==> src/hdl/fcbc_pkg.sv <==
// fcbc_pkg: opcodes, register addresses, bit positions and state types
// for the flash command-behaviour configuration block.
// assumes a command front end that has already framed each spi command.
package fcbc_pkg;

   // ***************************************************
   // opcodes seen by the block
   // ***************************************************
   localparam logic [7:0] OP_READ_ANY     = 8'h65;
   localparam logic [7:0] OP_WRITE_ANY    = 8'h71;
   localparam logic [7:0] OP_SET_BURST    = 8'hc0;
   localparam logic [7:0] OP_RESUME_CLEAR = 8'h30;
   localparam logic [7:0] OP_LEGACY_RST   = 8'hf0;
   localparam logic [7:0] OP_RST_ENABLE   = 8'h66;
   localparam logic [7:0] OP_RST_EXEC     = 8'h99;
   localparam logic [7:0] OP_PARAM_ERASE  = 8'h20;
   localparam logic [7:0] OP_BLOCK_ERASE  = 8'hd8;
   localparam logic [7:0] OP_BLOCK_ERASE4 = 8'hdc;
   localparam logic [7:0] OP_BULK_ERASE   = 8'h60;
   localparam logic [7:0] OP_BULK_ERASE2  = 8'hc7;

   // ***************************************************
   // register addresses for read-any / write-any
   // ***************************************************
   localparam logic [23:0] ADDR_CMD_BEHAV_V  = 24'h800004;
   localparam logic [23:0] ADDR_BURST_WRAP_V = 24'h800005;

   // ***************************************************
   // field positions and masks
   // ***************************************************
   localparam int unsigned BIT_BLANK_CHECK = 5;
   localparam int unsigned BIT_PGBUF_WRAP  = 4;
   localparam int unsigned BIT_SMALL_SEC   = 3;
   localparam int unsigned BIT_RESUME_SEL  = 2;
   localparam int unsigned BIT_BLOCK_SIZE  = 1;
   localparam int unsigned BIT_LEGACY_RST  = 0;
   localparam int unsigned BIT_WRAP_DIS    = 4;
   localparam logic [7:0] CMD_BEHAV_WR_MASK = 8'h37; // rw bits
   localparam logic [7:0] CMD_BEHAV_NV_MASK = 8'h3f; // no reserved
   localparam logic [7:0] BURST_WR_MASK     = 8'hf3;
   localparam logic [7:0] REG_ZERO          = 8'h00;

   // ***************************************************
   // page buffer geometry
   // ***************************************************
   localparam int unsigned PGBUF_AW = 9;
   localparam logic [7:0] PG_LOW_STEP = 8'h01;
   localparam logic [8:0] PG_STEP     = 9'h001;
   localparam logic [8:0] PG_ZERO     = 9'h000;

   // ***************************************************
   // state types
   // ***************************************************
   typedef enum logic {ERS_IDLE, ERS_SCAN} fcbc_ers_state_t;

   typedef struct packed {
      fcbc_ers_state_t state;
      logic            go;
      logic            skip;
   } fcbc_ers_st_t;

   typedef struct packed {
      logic [8:0] addr;
   } fcbc_pg_st_t;

   typedef struct packed {
      logic [7:0] cmd_behav;
      logic [7:0] burst;
      logic [7:0] rdata;
      logic       rvalid;
      logic       rst_armed;
      logic       swrst;
      logic       resume;
      logic       clr_status;
      logic       erase_start;
      logic       erase_256k;
   } fcbc_top_st_t;

endpackage

==> src/hdl/fcbc_erase_seq.sv <==
// fcbc_erase_seq: blank-check sequencer in front of the erase engine.
// assumes the array reader answers scan_req_o with one word per
// scan_valid_i, flags any zero bit, and marks the sector's last word.
`timescale 1ns/10ps
`default_nettype none
module fcbc_erase_seq (
   input  wire logic sys_clk_i,        // system clock
   input  wire logic rst_i,            // sync reset, high
   input  wire logic abort_i,          // software reset
   input  wire logic start_i,          // erase command accepted
   input  wire logic blank_check_en_i, // blank check on
   input  wire logic prev_erase_ok_i,  // sector erase status good
   input  wire logic scan_valid_i,     // scanned word ready
   input  wire logic scan_zero_i,      // word holds a zero bit
   input  wire logic scan_last_i,      // last word of sector
   output logic      scan_req_o,       // read sector for check
   output logic      erase_go_o,       // start real erase, pulse
   output logic      erase_skip_o      // sector blank, pulse
);

   // ***************************************************
   // state
   // ***************************************************
   fcbc_pkg::fcbc_ers_st_t s_reg;  // registered state
   fcbc_pkg::fcbc_ers_st_t s_next; // next state

   // next-state logic
   always_comb begin
      s_next      = s_reg;
      s_next.go   = 1'b0;
      s_next.skip = 1'b0;
      case (s_reg.state)
         fcbc_pkg::ERS_IDLE: begin
            if (start_i) begin
               // check off, or last erase failed: erase at once
               if (!blank_check_en_i || !prev_erase_ok_i) begin
                  s_next.go = 1'b1;
               end else begin
                  s_next.state = fcbc_pkg::ERS_SCAN;
               end
            end
         end
         fcbc_pkg::ERS_SCAN: begin
            // first zero seen ends the scan early
            if (scan_valid_i && scan_zero_i) begin
               s_next.go    = 1'b1;
               s_next.state = fcbc_pkg::ERS_IDLE;
            end else if (scan_valid_i && scan_last_i) begin
               s_next.skip  = 1'b1;
               s_next.state = fcbc_pkg::ERS_IDLE;
            end
         end
         default: begin
            s_next.state = fcbc_pkg::ERS_IDLE;
         end
      endcase
      // a software reset drops any scan in progress
      if (rst_i || abort_i) begin
         s_next = '{state: fcbc_pkg::ERS_IDLE, go: 1'b0, skip: 1'b0};
      end
   end

   // state register
   always_ff @(posedge sys_clk_i) begin
      s_reg <= s_next;
   end

   assign scan_req_o   = (s_reg.state == fcbc_pkg::ERS_SCAN);
   assign erase_go_o   = s_reg.go;
   assign erase_skip_o = s_reg.skip;
endmodule
`default_nettype wire

==> src/hdl/fcbc_pgbuf_addr.sv <==
// fcbc_pgbuf_addr: load address of the program page buffer.
// assumes one load_byte_i per data byte and load_start_i per command.
`timescale 1ns/10ps
`default_nettype none
module fcbc_pgbuf_addr (
   input  wire logic       sys_clk_i,    // system clock
   input  wire logic       rst_i,        // sync reset, high
   input  wire logic       load_start_i, // program command begins
   input  wire logic [8:0] start_off_i,  // first buffer offset
   input  wire logic       load_byte_i,  // one byte stored
   input  wire logic       wrap512_i,    // 1: whole 512-byte buffer
   output logic      [8:0] buf_addr_o    // current load offset
);

   // ***************************************************
   // state
   // ***************************************************
   fcbc_pkg::fcbc_pg_st_t s_reg;  // registered offset
   fcbc_pkg::fcbc_pg_st_t s_next; // next offset

   // offset step; 256 mode keeps bit 8 clear so it folds to zero
   always_comb begin
      s_next = s_reg;
      if (rst_i) begin
         s_next.addr = fcbc_pkg::PG_ZERO;
      end else if (load_start_i) begin
         s_next.addr = wrap512_i ? start_off_i
                                 : {1'b0, start_off_i[7:0]};
      end else if (load_byte_i) begin
         if (wrap512_i) begin
            s_next.addr = s_reg.addr + fcbc_pkg::PG_STEP;
         end else begin
            s_next.addr = {1'b0, s_reg.addr[7:0]
                                 + fcbc_pkg::PG_LOW_STEP};
         end
      end
   end

   // offset register
   always_ff @(posedge sys_clk_i) begin
      s_reg <= s_next;
   end

   assign buf_addr_o = s_reg.addr;
endmodule
`default_nettype wire

==> src/hdl/fcbc_top.sv <==
// fcbc_top: volatile command-behaviour and burst-wrap registers of a
// serial nor flash, with the opcode steering that they control.
// assumes a spi front end that delivers each framed command as one
// cmd_valid_i cycle, and non-volatile copies held steady outside.
`timescale 1ns/10ps
`default_nettype none

module fcbc_top (
   input  wire logic        sys_clk_i,        // 20 MHz clock
   input  wire logic        rst_i,            // power-on/hw reset
   // framed command from the spi front end
   input  wire logic        cmd_valid_i,      // one cycle per command
   input  wire logic [7:0]  cmd_opcode_i,     // opcode byte
   input  wire logic [23:0] cmd_addr_i,       // register address
   input  wire logic [7:0]  cmd_wdata_i,      // write data byte
   output logic      [7:0]  rd_data_o,        // register read data
   output logic             rd_valid_o,       // read data pulse
   // non-volatile copies
   input  wire logic [7:0]  cmd_behav_nv_i,   // behaviour copy
   input  wire logic [7:0]  burst_nv_i,       // burst-wrap copy
   // erase path
   input  wire logic        prev_erase_ok_i,  // sector erase status
   input  wire logic        scan_valid_i,     // scanned word ready
   input  wire logic        scan_zero_i,      // word has a zero
   input  wire logic        scan_last_i,      // last sector word
   output logic             scan_req_o,       // blank scan active
   output logic             erase_go_o,       // start erase pulse
   output logic             erase_skip_o,     // erase skipped pulse
   output logic             erase_256k_o,     // block size of erase
   output logic             uniform_sectors_o,// 1: no 4-kB sectors
   // page buffer loading
   input  wire logic        load_start_i,     // program begins
   input  wire logic [8:0]  start_off_i,      // first offset
   input  wire logic        load_byte_i,      // byte stored
   output logic      [8:0]  buf_addr_o,       // load offset
   // command results
   output logic             resume_o,         // resume pulse
   output logic             clear_status_o,   // clear status pulse
   output logic             sw_reset_o,       // software reset pulse
   // burst wrap for reads
   input  wire logic        array_read_i,     // read targets array
   output logic             wrap_active_o,    // apply wrapping
   output logic      [1:0]  wrap_len_o        // wrap length code
);

   // ***************************************************
   // state
   // ***************************************************
   fcbc_pkg::fcbc_top_st_t s_reg;  // registered state
   fcbc_pkg::fcbc_top_st_t s_next; // next state

   logic op_is_erase; // any blank-checkable erase opcode
   logic op_is_block; // d8h or dch
   logic cmd_reset;   // software reset recognised this cycle

   // ***************************************************
   // opcode decode
   // ***************************************************
   // erase opcodes that share the blank-check path
   always_comb begin
      op_is_block = (cmd_opcode_i == fcbc_pkg::OP_BLOCK_ERASE)
                 || (cmd_opcode_i == fcbc_pkg::OP_BLOCK_ERASE4);
      op_is_erase = op_is_block
                 || (cmd_opcode_i == fcbc_pkg::OP_PARAM_ERASE)
                 || (cmd_opcode_i == fcbc_pkg::OP_BULK_ERASE)
                 || (cmd_opcode_i == fcbc_pkg::OP_BULK_ERASE2);
   end

   // software reset: legacy single opcode, or the armed pair
   always_comb begin
      cmd_reset = 1'b0;
      if (cmd_valid_i) begin
         if (cmd_opcode_i == fcbc_pkg::OP_LEGACY_RST) begin
            // ignored unless the legacy option is set
            cmd_reset = s_reg.cmd_behav[fcbc_pkg::BIT_LEGACY_RST];
         end else if (cmd_opcode_i == fcbc_pkg::OP_RST_EXEC) begin
            cmd_reset = s_reg.rst_armed;
         end
      end
   end

   // ***************************************************
   // next-state logic
   // ***************************************************
   always_comb begin
      s_next             = s_reg;
      // pulses last one cycle
      s_next.rvalid      = 1'b0;
      s_next.swrst       = 1'b0;
      s_next.resume      = 1'b0;
      s_next.clr_status  = 1'b0;
      s_next.erase_start = 1'b0;
      if (cmd_valid_i) begin
         // any command other than 66h cancels the arming
         s_next.rst_armed =
            (cmd_opcode_i == fcbc_pkg::OP_RST_ENABLE);
         case (cmd_opcode_i)
            fcbc_pkg::OP_READ_ANY: begin
               // unmapped addresses read as zero
               s_next.rvalid = 1'b1;
               if (cmd_addr_i == fcbc_pkg::ADDR_CMD_BEHAV_V) begin
                  s_next.rdata = s_reg.cmd_behav;
               end else if (cmd_addr_i == fcbc_pkg::ADDR_BURST_WRAP_V)
               begin
                  s_next.rdata = s_reg.burst;
               end else begin
                  s_next.rdata = fcbc_pkg::REG_ZERO;
               end
            end
            fcbc_pkg::OP_WRITE_ANY: begin
               if (cmd_addr_i == fcbc_pkg::ADDR_CMD_BEHAV_V) begin
                  // reserved bits drop, small-sector bit is held
                  s_next.cmd_behav =
                     (cmd_wdata_i & fcbc_pkg::CMD_BEHAV_WR_MASK)
                   | (s_reg.cmd_behav
                      & ~fcbc_pkg::CMD_BEHAV_WR_MASK
                      & fcbc_pkg::CMD_BEHAV_NV_MASK);
               end else if (cmd_addr_i == fcbc_pkg::ADDR_BURST_WRAP_V)
               begin
                  s_next.burst = cmd_wdata_i & fcbc_pkg::BURST_WR_MASK;
               end
            end
            fcbc_pkg::OP_SET_BURST: begin
               // set-burst-length writes the same register
               s_next.burst = cmd_wdata_i
                            & fcbc_pkg::BURST_WR_MASK;
            end
            fcbc_pkg::OP_RESUME_CLEAR: begin
               // one opcode, two meanings, chosen by the register
               if (s_reg.cmd_behav[fcbc_pkg::BIT_RESUME_SEL]) begin
                  s_next.resume = 1'b1;
               end else begin
                  s_next.clr_status = 1'b1;
               end
            end
            default: begin
               if (op_is_erase) begin
                  s_next.erase_start = 1'b1;
                  // size only matters for d8h/dch; others report 64 kB
                  s_next.erase_256k  = op_is_block
                     && s_reg.cmd_behav[fcbc_pkg::BIT_BLOCK_SIZE];
               end
            end
         endcase
      end
      // resets reload both volatile registers from their copies
      if (rst_i || cmd_reset) begin
         s_next.cmd_behav  = cmd_behav_nv_i
                           & fcbc_pkg::CMD_BEHAV_NV_MASK;
         s_next.burst      = burst_nv_i;
         s_next.rst_armed  = 1'b0;
         s_next.resume     = 1'b0;
         s_next.clr_status = 1'b0;
         s_next.erase_start= 1'b0;
         s_next.erase_256k = 1'b0;
      end
      if (rst_i) begin
         s_next.rdata  = fcbc_pkg::REG_ZERO;
         s_next.rvalid = 1'b0;
      end
      s_next.swrst = cmd_reset && !rst_i;
   end

   // state register; reset is synchronous through the comb path
   always_ff @(posedge sys_clk_i) begin
      s_reg <= s_next;
   end

   // ***************************************************
   // helpers
   // ***************************************************
   // the erase sequencer and page buffer read live register bits,
   // so a write takes effect on the next command without a restart
   fcbc_erase_seq u_erase (
      .sys_clk_i        (sys_clk_i),
      .rst_i            (rst_i),
      .abort_i          (s_reg.swrst),
      .start_i          (s_reg.erase_start),
      .blank_check_en_i (s_reg.cmd_behav[fcbc_pkg::BIT_BLANK_CHECK]),
      .prev_erase_ok_i  (prev_erase_ok_i),
      .scan_valid_i     (scan_valid_i),
      .scan_zero_i      (scan_zero_i),
      .scan_last_i      (scan_last_i),
      .scan_req_o       (scan_req_o),
      .erase_go_o       (erase_go_o),
      .erase_skip_o     (erase_skip_o)
   );

   fcbc_pgbuf_addr u_pgbuf (
      .sys_clk_i    (sys_clk_i),
      .rst_i        (rst_i),
      .load_start_i (load_start_i),
      .start_off_i  (start_off_i),
      .load_byte_i  (load_byte_i),
      .wrap512_i    (s_reg.cmd_behav[fcbc_pkg::BIT_PGBUF_WRAP]),
      .buf_addr_o   (buf_addr_o)
   );

   // ***************************************************
   // outputs
   // ***************************************************
   assign rd_data_o         = s_reg.rdata;
   assign rd_valid_o        = s_reg.rvalid;
   assign resume_o          = s_reg.resume;
   assign clear_status_o    = s_reg.clr_status;
   assign sw_reset_o        = s_reg.swrst;
   assign erase_256k_o      = s_reg.erase_256k;
   // map select follows the copy only, host writes cannot move it
   assign uniform_sectors_o =
      s_reg.cmd_behav[fcbc_pkg::BIT_SMALL_SEC];
   // wrap enable is active low; register and otp reads never wrap
   assign wrap_active_o     = array_read_i
      && !s_reg.burst[fcbc_pkg::BIT_WRAP_DIS];
   assign wrap_len_o        = s_reg.burst[1:0];
endmodule
`default_nettype wire

==> config.mk <==
export PLATFORM = sky130hd
export DESIGN_NAME = fcbc_top
export DESIGN_NICKNAME = d
export VERILOG_FILES = /design/src/hdl/fcbc_pkg.sv /design/src/hdl/fcbc_erase_seq.sv /design/src/hdl/fcbc_pgbuf_addr.sv /design/src/hdl/fcbc_top.sv
export SDC_FILE = /design/constraint.sdc
export NUM_CORES = 1
export LEC_CHECK = 0
export BUFFER_PORTS_ARGS = -buffer_cell sky130_fd_sc_hd__buf_4
export CORE_ASPECT_RATIO = 2
export CORE_MARGIN = 3
export CORE_UTILIZATION = 47
export CTS_CLUSTER_SIZE = 24
export DETAILED_ROUTE_END_ITERATION = 12
export GPL_TIMING_DRIVEN = 0
export PLACE_DENSITY = 0.81
export SLEW_MARGIN = 20
export SYNTH_ARGS = -nofsm -noshare
export SYNTH_HDL_FRONTEND = slang
export SYNTH_HIERARCHICAL = 1
export SYNTH_SLANG_ARGS = --single-unit
==> constraint.sdc <==
create_clock -name sys_clk_i -period 3.3 [get_ports sys_clk_i]
set_input_delay 0.495 -clock sys_clk_i [delete_from_list [all_inputs] [get_ports sys_clk_i]]
set_output_delay 0.495 -clock sys_clk_i [all_outputs]
set_load 0.03 [all_outputs]
==> results of run 1 <==
==> cell type report <==
cell class              instances  area [µm²]  share of cell area
plain buffers                  26       151.4             0.04620
clock buffers                   7       96.34             0.02940
multi-input cells             189        1245              0.3799
flip-flops and latches         41       960.9              0.2932
inverters                       5       18.77            0.005727
repair buffers                 97       728.2              0.2222
well taps                      57       71.32             0.02176
clock inverters                 1       5.005            0.001527
==> where the power goes <==
| part | internal (µW) | switching, µW |
|---|---|---|
| sequential | 547 | 17.7 |
| combinational | 109 | 101 |
| clock | 189 | 164 |
| total | 846 | 283 |
==> worst max-delay path by stage <==
stage / start / end / cells after the start
6_report: cmd_addr_i[18] / s_reg[20] / 6
5_1_grt: cmd_addr_i[17] / wrap_len_o[1] / 6
4_1_cts: cmd_addr_i[4] / wrap_len_o[1] / 6
3_5_place_dp: cmd_addr_i[4] / s_reg[20] / 6
3_3_place_gp: cmd_addr_i[4] / s_reg[19] / 6
2_1_floorplan: cmd_addr_i[4] / s_reg[17] / 5
==> logic make-up after synthesis <==
group | Yosys count
simple gates | 123
compound gates | 50
flops | 41
buf+inv | 31
mux | 10
xor+xnor | 5
fa+ha+maj | 1
==> through the flow <==
step,worst slack [ps],util
after floorplan,570.8,-
after global placement,-137.9,0.6512
after detailed placement,707.0,0.6528
after CTS,1016,0.6736
after global routing,857.6,0.6736
final,1046,0.6736
==> placed cells by master, fill, tap and decap left out, types with 7 or more instances in the layout <==
cell / Yosys / final
buf_4: 10 / 107
nand2_1: 28 / 28
dfxtp_1: 27 / 27
nand4_1: 20 / 20
a21oi_1: 15 / 15
nor2_1: 14 / 14
edfxtp_1: 14 / 14
nand3_1: 13 / 13
o211ai_1: 11 / 11
nor4_1: 8 / 8
buf_2: 7 / 7
clkbuf_8: 0 / 7
==> routing by layer <==
layer,routed length [µm],vias to the layer above
met1,2260,1124
met3,276,8
met2,3857,77
met5,0,-
li1,-,1187
met4,132,0
==> results.json, run 1 <==
{
  "status": "complete, no violations",
  "drv_cap": 0,
  "synth_compound_area_frac": 0.1527,
  "largest_reg_flops": 13,
  "crit_buf_inv": 2,
  "slew_viol_final": 0,
  "hpwl_um": 5226,
  "synth_fp_nets": 337,
  "dp.cells": 415,
  "vias": 2396,
  "start_util": 0.4869,
  "rsz0062_at_grt": "no",
  "crit_path_max_fanout": 10,
  "synth-edff-count": 14,
  "muxShareOfSynthArea": 0.04543,
  "cp-start-kind": "primary input",
  "whs_ps": 404.9,
  "use_met1": 0.2129,
  "finalSetupViolations": 0,
  "ys_dominant_reg_cell": "dfxtp_1",
  "cts_tree": "done",
  "drt_wl_total_um": 6526,
  "synth_common_cells": "28 x nand2_1, 27 x dfxtp_1, 20 x nand4_1",
  "cpPeakStageDelay_ps": 720,
  "grt.total_usage": 0.2268,
  "synthAdderAreaFrac": 0.005283,
  "ys_seq_elements": 41,
  "ctsHoldBuffers": 0,
  "path_clk_slew_ps": 80,
  "ys_async_sr_fraction": 0,
  "worst_hold_path.num_cells": 2,
  "detail-route-antenna-nets": 0,
  "avgSynthCellArea_um2": 9.075,
  "p_per_area_mw_per_mm2": 344.4,
  "synth_top_family_by_area": "simple AND/OR/NAND/NOR gates",
  "reg2reg_to": "s_reg[28]",
  "path_cells": "buf_4, nor4_1, and4b_1, buf_2, a311oi_1, o311ai_2",
  "drive_gt1_frac": 0.3743,
  "syn_inst": 261,
  "required_ps": 3220,
  "insertion_delay_ps": 290,
  "ir_worst_vdd_mv": 0.2535,
  "place.gp.congestion": 0.9128,
  "ioPinCount": 104,
  "clockRootBuffer": "clkbuf_8",
  "holdPathEnd": "u_erase/erase_skip_o",
  "postCtsSetupBuffers": 0,
  "worstHoldStart": "rst_i",
  "htree_num_levels": 2,
  "grt_pass1_vias": 2361,
  "synthXorXnorAreaFrac": 0.01849,
  "overflow": 0,
  "io_buffers": 97,
  "fp.dieW_um": 56.20,
  "synth_area_leaders": "dfxtp_1 23%, edfxtp_1 18%, nand4_1 5.3%, nand2_1 4.4%, o211ai_1 3.5%",
  "n_antenna_cell": 0,
  "wl_per_cell_um": 15.43,
  "syn2layout_area_growth_pct": 38.35,
  "die-area_mm2": 0.005979,
  "cts_buffer_depth": 2,
  "fmax_ghz": 0.4436,
  "fillers": 415,
  "r2r.worst_path.cells": 5,
  "antenna_found_initial": 0,
  "rows": 36,
  "yosys_warnings": 6,
  "vias_per_cell": 5.664,
  "stdcell_area_mm2": 0.003277,
  "place_area_mm2": 0.003176,
  "skew_ps": 5.843,
  "grt_use_met2": 0.4481,
  "cts-resized-gates": 0,
  "cp-end-kind": "flop",
  "rr_startpoint": "s_reg[5]",
  "dr.pass1.iters": 4,
  "hold_viol_final": 0,
  "use_met3": 0.04253,
  "finalSetupTns_ps": 0,
  "drtIter0Drc": 121,
  "busiest_layer": "met2",
  "synth_cell_types": 54,
  "hold_class": "in2reg",
  "core_area_mm2": 0.004865,
  "finalCriticalPeriod_ps": 2254,
  "critPathKind": "in2reg",
  "dieHeight_um": 106.4,
  "drc_errors": 0,
  "critical_path_arrival_ps": 2180,
  "fin_nets": 441,
  "reg2reg_slack_ps": 1420,
  "period_share": 0.6831,
  "numCtsBuffers": 5,
  "synth.most_common_cell": "nand2_1",
  "p_total_uw": 1128,
  "worst_pin_slew_ps": 770.0,
  "final_cells": 423,
  "cts_sinks": 41,
  "syn-cell-area_mm2": 0.002369,
  "ys_seq_area_frac": 0.4057,
  "slowest_stage": "o311ai_2",
  "grt_pass1_wl_um": 10710,
  "slew_headroom": 0.4858,
  "cp_top_family": "compound AO/OA/AOI/OAI gates",
  "grt_max_degree": 13,
  "yosysTopAreaCellShare": 0.2282,
  "p_leak_uw": 0.001387,
  "synthSimpleGateAreaFrac": 0.3006,
  "synth_top_cell_by_area": "dfxtp_1"
}
Note: power is estimated with default switching activity, not from simulation.
==> inputs of run 2 (changes only) <==
- clock period: 3.3 -> 2.4 ns (I/O delays scaled with it)
==> run 2 against run 1 <==
Compared with the run above: sequential power grew 38%; non-clock buffer count is the same; clock power grew 52%; first-iteration DRC count shrank 40%; highest routed layer unchanged; total power grew 42%; critical path depth is the same; register-to-register slack lost 870 ps; final cell count is the same; critical path type unchanged; largest cell class unchanged; clock skew shrank 2.2 ps; global-route usage shrank 1.1 points.
==> results.json, run 2 (synthesis gave the netlist of run 1 again) <==
{
  "use_met1": 0.2207,
  "rows": 36,
  "skew_ps": 3.681,
  "overflow": 0,
  "syn2layout_area_growth_pct": 38.56,
  "fin_nets": 441,
  "fillers": 413,
  "grt_max_degree": 13,
  "busiest_layer": "met2",
  "core_area_mm2": 0.004865,
  "dr.pass1.iters": 5,
  "insertion_delay_ps": 290,
  "post-route-util": 0.6746,
  "n_antenna_cell": 0,
  "reg2reg_to": "s_reg[24]",
  "crit_path_max_fanout": 10,
  "hold_class": "in2reg",
  "cts_tree": "done",
  "cp.depth": 6,
  "final_cells": 423,
  "slew_viol_final": 0,
  "rr_startpoint": "s_reg[5]",
  "wl_per_cell_um": 15.10,
  "cts_buffer_depth": 2,
  "cp-start-kind": "primary input",
  "clockRootBuffer": "clkbuf_8",
  "worst_slack_ps": 290.5,
  "numCtsBuffers": 5,
  "grt.total_usage": 0.2156,
  "finalSetupTns_ps": 0,
  "p_per_area_mw_per_mm2": 487.7,
  "drive_gt1_frac": 0.3689,
  "final_common_cell": "buf_4",
  "cts-resized-gates": 0,
  "path_cells": "buf_4, nor4b_1, and4_1, buf_2, a311oi_1, o311ai_2",
  "drtIter0Drc": 73,
  "ioPinCount": 104,
  "dieHeight_um": 106.4,
  "largest_reg_flops": 13,
  "fp.dieW_um": 56.20,
  "period_share": 0.8790,
  "die-area_mm2": 0.005979,
  "required_ps": 2330,
  "finalSetupViolations": 0,
  "slew_headroom": 0.4726,
  "place.gp.congestion": 0.9050,
  "worst_hold_path.num_cells": 2,
  "drc_errors": 0,
  "rsz0062_at_grt": "no",
  "use_met3": 0.03645,
  "grt_pass1_vias": 2312,
  "ir_worst_vdd_mv": 0.5132,
  "status": "complete, no violations",
  "htree_num_levels": 2,
  "ctsHoldBuffers": 0,
  "antenna_found_initial": 0,
  "cts_sinks": 41,
  "drt_wl_total_um": 6387,
  "hold_viol_final": 0,
  "path_clk_slew_ps": 70,
  "dp.cells": 415,
  "critPathKind": "in2reg",
  "vias": 2388,
  "finalCriticalPeriod_ps": 2110,
  "slowest_stage": "o311ai_2",
  "p_leak_uw": 0.001386,
  "worst_pin_slew_ps": 789.8,
  "r2r.worst_path.cells": 5,
  "vias_per_cell": 5.645,
  "critical_path_arrival_ps": 2040,
  "cpPeakStageDelay_ps": 730,
  "detail-route-antenna-nets": 0,
  "whs_ps": 263.1,
  "multi_input_area_mm2": 0.001245,
  "final_cell_mix": "107 x buf_4, 28 x nand2_1, 27 x dfxtp_1",
  "worstHoldStart": "rst_i",
  "reg2reg_slack_ps": 550,
  "start_util": 0.4869,
  "hpwl_um": 5170,
  "fmax_ghz": 0.4740,
  "seqCellArea_um2": 960.9,
  "drv_cap": 0,
  "cp-end-kind": "flop",
  "io_buffers": 97,
  "place_ws_ps": -67.90,
  "holdPathEnd": "u_erase/scan_req_o",
  "crit_buf_inv": 2,
  "grt_use_met2": 0.4137,
  "grt_pass1_wl_um": 10380,
  "postCtsSetupBuffers": 0,
  "cp_top_family": "compound AO/OA/AOI/OAI gates"
}
[run 2: cell count changes in the layout (fill, tap and decap cells not counted)]
cell,before,now
clkinv_1,0,1
clkbuf_1,6,7
bufinv_16,0,1
clkinv_2,1,0
clkbuf_8,7,5
[run 2: cell type report]
type | count | area share
Buffer | 26 | 0.04613
Clock buffer | 6 | 0.02211
Clock inverter | 2 | 0.01029
Inverter | 5 | 0.005719
Multi-Input combinational cell | 189 | 0.3793
Sequential cell | 41 | 0.2928
Tap cell | 57 | 0.02173
Timing Repair Buffer | 97 | 0.2219
[run 2: power breakdown]
group	switching (µW)	leakage, µW	total, µW	internal (µW)
Sequential	24.0	0.000355	777	753
Combinational	138	0.000978	288	150
Clock	229	0.0000528	536	307
Total	391	0.00139	1600	1210
[run 2: worst reg2reg max path, cell delays in order, from the launching register on]
cell and delay (ps):
dfxtp_1 330, nand4b_1 130, or4_1 400, buf_2 190, a21boi_4 180, a311o_1 300
[run 2: how the worst max path moves through the flow]
stage | from | slack, ps | to
after global placement | cmd_addr_i[4] | -410 | s_reg[19]
after global routing | cmd_addr_i[17] | 150 | wrap_len_o[1]
after detailed placement | cmd_addr_i[4] | -70 | s_reg[20]
after CTS | cmd_addr_i[4] | 230 | wrap_len_o[1]
final | cmd_addr_i[4] | 290 | wrap_len_o[1]
after floorplan | cmd_addr_i[4] | 150 | s_reg[17]
[run 2: layer usage]
metal | share of wire | wire length (µm)
met1 | 0.35 | 2242
met2 | 0.58 | 3729
met3 | 0.045 | 285
met4 | 0.020 | 129
met5 | 0 | 0
[run 2: through the flow]
step           instance area (µm²)  power [µW]
2_1_floorplan                 2369       927.3
3_3_place_gp                  3168        1073
3_5_place_dp                  3176        1080
4_1_cts                       3282        1606
5_1_grt                       3282        1669
6_report                      3282        1601
